`src/core/spsc_pkg.sv`:
```
// Constants, register map and types of the standby pin state control block.
package spsc_pkg;
   localparam int          NPINS        = 16;
   localparam logic [11:0] ADDR_CTRL    = 12'h000;
   localparam logic [11:0] ADDR_STAT    = 12'h004;
   localparam logic [11:0] ADDR_MASK    = 12'h008;
   localparam logic [11:0] ADDR_PULLUP  = 12'h00C;
   localparam logic [11:0] ADDR_IRQEN   = 12'h010;
   localparam int          CTRL_SEL_BIT = 0;
   localparam int          CTRL_WAKE_BIT = 1;
   localparam int          STAT_EXT_BIT = 0;
   localparam int          STAT_CMP_BIT = 1;
   localparam int          STAT_I2C_BIT = 2;
   localparam int          NEVT         = 3;
   localparam logic [31:0] ZERO32       = 32'h0000_0000;

   typedef enum logic [1:0]
   {
      MODE_NORMAL = 2'b00,
      MODE_SLEEP  = 2'b01,
      MODE_STOP   = 2'b10,
      MODE_WATCH  = 2'b11
   } spsc_mode_e;

   typedef struct packed
   {
      logic [11:0] paddr;
      logic        psel;
      logic        penable;
      logic        pwrite;
      logic [31:0] pwdata;
   } spsc_apb_req_s;

   typedef struct packed
   {
      logic [NPINS-1:0] out;
      logic [NPINS-1:0] oe;
   } spsc_pin_drv_s;
endpackage : spsc_pkg

```
`src/core/spsc_top.sv`:
```
// Standby pin state control: pin gating per operating mode, APB registers, wake events.
//
// Local design decisions: the APB register port and the register addresses.
`timescale 1ns/10ps
`default_nettype none
module spsc_top
#(
   parameter int NP = spsc_pkg::NPINS
)
(
   input  wire logic                  REF_CLK_I,
   input  wire logic                  RST_N_I,
   input  wire spsc_pkg::spsc_apb_req_s APB_REQ_I,
   output logic [31:0]                APB_PRDATA_O,
   output logic                       APB_PREADY_O,
   output logic                       APB_PSLVERR_O,
   input  wire spsc_pkg::spsc_mode_e  MODE_I,
   input  wire spsc_pkg::spsc_pin_drv_s FUNC_DRV_I,
   input  wire logic [NP-1:0]         PIN_IN_I,
   output logic [NP-1:0]              PIN_OUT_O,
   output logic [NP-1:0]              PIN_OE_O,
   output logic [NP-1:0]              PIN_PULLUP_O,
   output logic [NP-1:0]              CORE_IN_O,
   input  wire logic [NP-1:0]         EXT_IRQ_CAP_I,
   output logic [NP-1:0]              EXT_IRQ_IN_O,
   input  wire logic [NP-1:0]         CMP_IN_CAP_I,
   output logic [NP-1:0]              CMP_IN_EN_O,
   input  wire logic [NP-1:0]         CMP_OUT_CAP_I,
   input  wire logic [NP-1:0]         CMP_OUT_VAL_I,
   input  wire logic                  CMP_IRQ_I,
   input  wire logic                  I2C_WAKE_REQ_I,
   output logic                       WAKE_O,
   output logic                       IRQ_O
);
   import spsc_pkg::*;

   initial
   begin
      if (NP < 1 || NP > 32)
      begin
         $error("NP must lie between 1 and 32.");
      end
   end

   logic [NP-1:0] pin_meta_ff;
   logic [NP-1:0] pin_sync_ff;
   logic [NP-1:0] hold_out_ff;
   logic [NP-1:0] hold_oe_ff;
   logic [NP-1:0] pullup_ff;
   logic [NP-1:0] irqen_ff;
   logic          sel_ff;
   logic          wake_en_ff;
   logic [NEVT-1:0] stat_ff;
   logic [NEVT-1:0] mask_ff;
   logic [NEVT-1:0] nxt_stat;
   logic [NEVT-1:0] evt;
   logic [NP-1:0] ext_prev_ff;
   logic          cmp_prev_ff;
   logic          i2c_prev_ff;
   logic [NP-1:0] nxt_out;
   logic [NP-1:0] nxt_oe;
   logic [NP-1:0] nxt_core;
   logic [NP-1:0] nxt_ext;
   logic [NP-1:0] nxt_cmp;
   logic          standby;
   logic          in_reset;
   logic          wr_en;
   logic          rd_en;
   logic [31:0]   rd_data;
   logic          mapped;

   function automatic logic [31:0] spsc_pad(input logic [NP-1:0] v);
      logic [31:0] r;
      r = ZERO32;
      r[NP-1:0] = v;
      return r;
   endfunction : spsc_pad

   assign standby  = (MODE_I == MODE_STOP) || (MODE_I == MODE_WATCH);
   assign in_reset = !RST_N_I;
   // Writes and read-clears act only at the edge that completes the access, so a
   // request that is still standing in its wait cycle cannot act twice.
   assign wr_en    = APB_REQ_I.psel && APB_REQ_I.penable && APB_REQ_I.pwrite && APB_PREADY_O;
   assign rd_en    = APB_REQ_I.psel && APB_REQ_I.penable && !APB_REQ_I.pwrite && APB_PREADY_O;

   // Pins come from the board, so two stages precede any reader.
   always_ff @(posedge REF_CLK_I)
   begin
      pin_meta_ff <= PIN_IN_I;
      pin_sync_ff <= pin_meta_ff;
   end

   // The drive captured outside standby is what a held pin keeps showing.
   always_ff @(posedge REF_CLK_I)
   begin
      if (!RST_N_I)
      begin
         hold_out_ff <= '0;
         hold_oe_ff  <= '0;
      end
      else if (!standby)
      begin
         hold_out_ff <= FUNC_DRV_I.out;
         hold_oe_ff  <= FUNC_DRV_I.oe;
      end
   end

   always_comb
   begin
      nxt_out  = FUNC_DRV_I.out;
      nxt_oe   = FUNC_DRV_I.oe;
      nxt_core = pin_sync_ff;
      nxt_ext  = pin_sync_ff & EXT_IRQ_CAP_I;
      nxt_cmp  = CMP_IN_CAP_I;
      if (standby)
      begin
         nxt_core = '0;
         nxt_ext  = pin_sync_ff & EXT_IRQ_CAP_I & irqen_ff;
         nxt_cmp  = CMP_IN_CAP_I;
         if (sel_ff)
         begin
            nxt_out = '0;
            nxt_oe  = '0;
         end
         else
         begin
            nxt_out = hold_out_ff;
            nxt_oe  = hold_oe_ff;
         end
         nxt_out = (nxt_out & ~CMP_OUT_CAP_I) | (CMP_OUT_VAL_I & CMP_OUT_CAP_I);
         nxt_oe  = nxt_oe | CMP_OUT_CAP_I;
      end
   end

   // Reset releases every driver and pull-up, and blocks the core, interrupt and comparator input paths.
   always_ff @(posedge REF_CLK_I)
   begin
      if (in_reset)
      begin
         PIN_OUT_O    <= '0;
         PIN_OE_O     <= '0;
         CORE_IN_O    <= '0;
         EXT_IRQ_IN_O <= '0;
         CMP_IN_EN_O  <= '0;
         PIN_PULLUP_O <= '0;
      end
      else
      begin
         PIN_OUT_O    <= nxt_out;
         PIN_OE_O     <= nxt_oe;
         CORE_IN_O    <= nxt_core;
         EXT_IRQ_IN_O <= nxt_ext;
         CMP_IN_EN_O  <= nxt_cmp;
         PIN_PULLUP_O <= pullup_ff;
      end
   end

   always_ff @(posedge REF_CLK_I)
   begin
      if (!RST_N_I)
      begin
         sel_ff     <= 1'b0;
         wake_en_ff <= 1'b0;
         mask_ff    <= '0;
         pullup_ff  <= '0;
         irqen_ff   <= '0;
      end
      else if (wr_en)
      begin
         unique case (APB_REQ_I.paddr)
            ADDR_CTRL:
            begin
               sel_ff     <= APB_REQ_I.pwdata[CTRL_SEL_BIT];
               wake_en_ff <= APB_REQ_I.pwdata[CTRL_WAKE_BIT];
            end
            ADDR_MASK:   mask_ff   <= APB_REQ_I.pwdata[NEVT-1:0];
            ADDR_PULLUP: pullup_ff <= APB_REQ_I.pwdata[NP-1:0];
            ADDR_IRQEN:  irqen_ff  <= APB_REQ_I.pwdata[NP-1:0];
            default:     sel_ff    <= sel_ff;
         endcase
      end
   end

   // Wake events are rising edges seen only while in standby.
   always_ff @(posedge REF_CLK_I)
   begin
      if (!RST_N_I)
      begin
         ext_prev_ff <= '0;
         cmp_prev_ff <= 1'b0;
         i2c_prev_ff <= 1'b0;
      end
      else
      begin
         ext_prev_ff <= nxt_ext;
         cmp_prev_ff <= CMP_IRQ_I;
         i2c_prev_ff <= I2C_WAKE_REQ_I;
      end
   end

   always_comb
   begin
      evt               = '0;
      evt[STAT_EXT_BIT] = standby && |(nxt_ext & ~ext_prev_ff);
      evt[STAT_CMP_BIT] = standby && CMP_IRQ_I && !cmp_prev_ff;
      evt[STAT_I2C_BIT] = standby && wake_en_ff && I2C_WAKE_REQ_I && !i2c_prev_ff;
      nxt_stat          = stat_ff;
      if (rd_en && APB_REQ_I.paddr == ADDR_STAT)
      begin
         nxt_stat = '0;
      end
      // A new event in the clearing cycle survives the read.
      nxt_stat = nxt_stat | evt;
   end

   always_ff @(posedge REF_CLK_I)
   begin
      if (!RST_N_I)
      begin
         stat_ff <= '0;
         IRQ_O   <= 1'b0;
         WAKE_O  <= 1'b0;
      end
      else
      begin
         stat_ff <= nxt_stat;
         IRQ_O   <= |(nxt_stat & mask_ff);
         WAKE_O  <= |evt;
      end
   end

   always_comb
   begin
      rd_data = ZERO32;
      mapped  = 1'b1;
      unique case (APB_REQ_I.paddr)
         ADDR_CTRL:
         begin
            rd_data[CTRL_SEL_BIT]  = sel_ff;
            rd_data[CTRL_WAKE_BIT] = wake_en_ff;
         end
         ADDR_STAT:   rd_data[NEVT-1:0] = stat_ff;
         ADDR_MASK:   rd_data[NEVT-1:0] = mask_ff;
         ADDR_PULLUP: rd_data = spsc_pad(pullup_ff);
         ADDR_IRQEN:  rd_data = spsc_pad(irqen_ff);
         default:     mapped  = 1'b0;
      endcase
   end

   // Ready is registered, so every access takes one wait cycle.
   always_ff @(posedge REF_CLK_I)
   begin
      if (!RST_N_I)
      begin
         APB_PREADY_O  <= 1'b0;
         APB_PRDATA_O  <= ZERO32;
         APB_PSLVERR_O <= 1'b0;
      end
      else
      begin
         APB_PREADY_O  <= APB_REQ_I.psel && APB_REQ_I.penable && !APB_PREADY_O;
         APB_PRDATA_O  <= rd_data;
         APB_PSLVERR_O <= APB_REQ_I.psel && APB_REQ_I.penable && !APB_PREADY_O && !mapped;
      end
   end
endmodule : spsc_top
`default_nettype wire

```
`config.mk`:
```
export PLATFORM = sky130hd
export DESIGN_NAME = spsc_top
export DESIGN_NICKNAME = d
export VERILOG_FILES = /design/src/core/spsc_pkg.sv /design/src/core/spsc_top.sv
export SDC_FILE = /design/constraint.sdc
export NUM_CORES = 1
export LEC_CHECK = 0
export ABC_AREA = 1
export BUFFER_PORTS_ARGS = -buffer_cell sky130_fd_sc_hd__buf_2
export CAP_MARGIN = 0
export CORE_MARGIN = 3
export CORE_UTILIZATION = 40
export DETAILED_ROUTE_END_ITERATION = 6
export PLACE_DENSITY = 0.67
export SKIP_CTS_REPAIR_TIMING = 1
export SLEW_MARGIN = 20
export SYNTH_ARGS = -nofsm -noshare
export SYNTH_HDL_FRONTEND = slang
export SYNTH_SLANG_ARGS = --single-unit
```
`constraint.sdc`:
```
create_clock -name REF_CLK_I -period 3.2 [get_ports REF_CLK_I]
set_input_delay 0.16 -clock REF_CLK_I [delete_from_list [all_inputs] [get_ports REF_CLK_I]]
set_output_delay 0.16 -clock REF_CLK_I [all_outputs]
set_load 0.03 [all_outputs]
```
==> impl_metrics.env <==
export IMPL_finalCritPeriodShare_pct=68.7
export IMPL_cp_max_fo=27
export IMPL_final_hold_viol_count=4
export IMPL_layout_drive_gt1_share_pct=24.7
export IMPL_die_y_um=145
export IMPL_fin_nets=1465
export IMPL_fin_skew_ns=0.00966
export IMPL_synth_top_cells_by_area="dfxtp_1, nand2_1, a21oi_1"
export IMPL_cts_sinks=222
export IMPL_antenna_found_initial=1
export IMPL_cp_start_kind="flop"
export IMPL_ys_types=36
export IMPL_cts_root_buffer="clkbuf_16"
export IMPL_rsz0062_at_grt="no"
export IMPL_first_iter_violations=227
export IMPL_port_buffers=263
export IMPL_synth_top_area_share_pct=57.6
export IMPL_synth_area_mm2=0.00772
export IMPL_grt_start_max_net_pins=81
export IMPL_post_dp_cell_area_mm2=0.00910
export IMPL_cp_arrival_ns=2.65
export IMPL_die_x_um=145
export IMPL_io_pins=297
export IMPL_rows=50
export IMPL_placed_cells=1422
export IMPL_track_usage_pct=17.9
export IMPL_grt_pass1_vias=6261
export IMPL_end_kind="flop"
export IMPL_ys_seq_area_share_pct=57.6
export IMPL_dr_pass1_iters=4
export IMPL_stdcell_count=1577
export IMPL_post_drt_wl_per_cell_um=13.8
export IMPL_tns_ns=0
export IMPL_p_per_area_mw_per_mm2=561
export IMPL_die_area_mm2=0.0210
export IMPL_initial_core_util_pct=41.0
export IMPL_num_antenna_cells=0
export IMPL_critical_path_class="reg -> reg"
export IMPL_cts_tree="done"
export IMPL_synthToLayoutAreaGrowth_pct=42.2
export IMPL_avgSynthCellArea_um2=8.25
export IMPL_status="finished, violations left"
export IMPL_num_vias=7155
export IMPL_dpl_hpwl_um=14000
export IMPL_routabilityCongestion=0.820
export IMPL_worst_pin_slew_ns=0.966
export IMPL_slew_headroom_pct=35.5
export IMPL_finalInstanceArea_mm2=0.0110
export IMPL_synth_cells=936
export IMPL_grt_overflow=0
export IMPL_viasPerCell=4.54
export IMPL_fin_hold_ws_ns=-0.0141
export IMPL_clock_path_buffers=3
export IMPL_drv_cap=0
export IMPL_grt_pass1_wl_um=31400
export IMPL_synth_top_area_cell="dfxtp_1"
export IMPL_setup_viol=0
export IMPL_violations="hold timing"
export IMPL_timing_fmax_ghz=0.455
export IMPL_ys_seq_elements=222
export IMPL_postRouteAntennaNets=0
export IMPL_drt_wl_total_um=21700
export IMPL_fill_cells=1669
export IMPL_drv_slew=0
export IMPL_core_area_mm2=0.0188
export IMPL_drc=0
export IMPL_cts_buffers=24
export IMPL_critPathRequiredTime_ns=3.65
export IMPL_clk_latency_ns=0.51
export IMPL_clk_pin_slew_ns=0.06
export IMPL_p_leak_nw=5.40
export IMPL_layout_min_cycle_time_ns=2.20
export IMPL_htree_levels=1
export IMPL_hold_class="in -> reg"
export IMPL_ys_warn_count=0
export IMPL_vdd_drop_max_mv=0.358
stage by stage:
stage                     hold WS, ns  util, %  worst slack (ns)  power [mW]
final                         -0.0141     58.3              1.00        6.16
after floorplan                 0.188        -              1.78        3.29
after global routing          0.00915     58.3             0.804        6.40
after CTS                      -0.273     52.4              1.52        6.10
after detailed placement        0.264     48.3              1.46        3.48
after global placement          0.262     48.3              1.47        3.47
routing by layer:
metal  vias up  wire length (um)  GRT usage [%]
met4         2               860           6.70
met1      3148              9070           22.1
met3        71              1570           5.22
met5         -                 7              0
met2       293             10200           29.6
li1       3641                 -              -
Yosys cell counts, drive strengths merged:
library cell    n
buf            39
inv           121
nand4           5
clkinv          1
nand3b          9
o211ai          1
a31oi          17
nor4            2
clkbuf         19
o22ai          14
nor3b           1
nor2           52
nand2         249
o21ai          55
nand3          30
dfxtp         222
nor3            5
a21oi          93
conb            1
state kept, by name (all words and copies together) (netlist names), 3 cells and up:
register	cells
pin_meta_ff	16
pin_sync_ff	16
APB_PRDATA_O	16
stat_ff	3
irqen_ff	16
PIN_OE_O	16
PIN_OUT_O	16
ext_prev_ff	16
hold_oe_ff	16
PIN_PULLUP_O	16
CMP_IN_EN_O	16
mask_ff	3
hold_out_ff	16
pullup_ff	16
CORE_IN_O	16
cell usage in the layout (no fill, tap or decap), types with 4 or more instances in the layout:
cell	instances
a21oi_1	93
a31oi_1	17
buf_2	262
buf_4	7
clkbuf_1	7
clkbuf_16	24
clkbuf_8	6
conb_1	16
dfxtp_1	222
dlygate4sd3_1	112
inv_1	120
nand2_1	243
nand2_2	5
nand3_1	29
nand3b_1	9
nand4_1	4
nor2_1	50
o21ai_0	39
o21ai_1	13
o22ai_1	11
worst paths after layout:
path	from	to	slack, ns	cells past startpoint
min	APB_REQ_I[1]	wake_en_ff	-0.01	3
max	sel_ff	PIN_OUT_O[0]	1.00	6
min reg2reg	pin_meta_ff[7]	pin_sync_ff[7]	0.32	0
max reg2reg	sel_ff	PIN_OUT_O[0]	1.00	6
critical path: stages, from the launching register on:
cell           delay [ns]
dfxtp_1              0.32
inv_1                0.69
nand2_1              0.13
o21ai_0              0.19
nand2_1              0.08
a21oi_1              0.16
dlygate4sd3_1        0.56
area by class of cell:
type                       count  area (um2)  area share (%)
inverter                     122         458            4.17
multi-input combinational    549        2510            22.8
timing repair buffer         381        2480            22.6
clock inverter                 6        50.0           0.456
sequential                   222        4440            40.5
clock buffer                  37         709            6.46
tap                          260         325            2.96
cells by family (layout without fill, tap and decap cells):
group | Yosys count | after routing | share of synthesized area, %
DFF | 222 | 222 | 57.6
AOI/OAI and AO/OA | 180 | 180 | 12.6
and+or+nand+nor | 353 | 353 | 19.1
other | 1 | 16 | 0.0486
buffers and inverters | 180 | 546 | 10.7
report_power, final:
| part | internal, mW | switching, mW |
|---|---|---|
| logic | 0.261 | 0.378 |
| clock network | 1.53 | 1.09 |
| registers | 2.86 | 0.0349 |
Power figures use the tool's default switching activity.
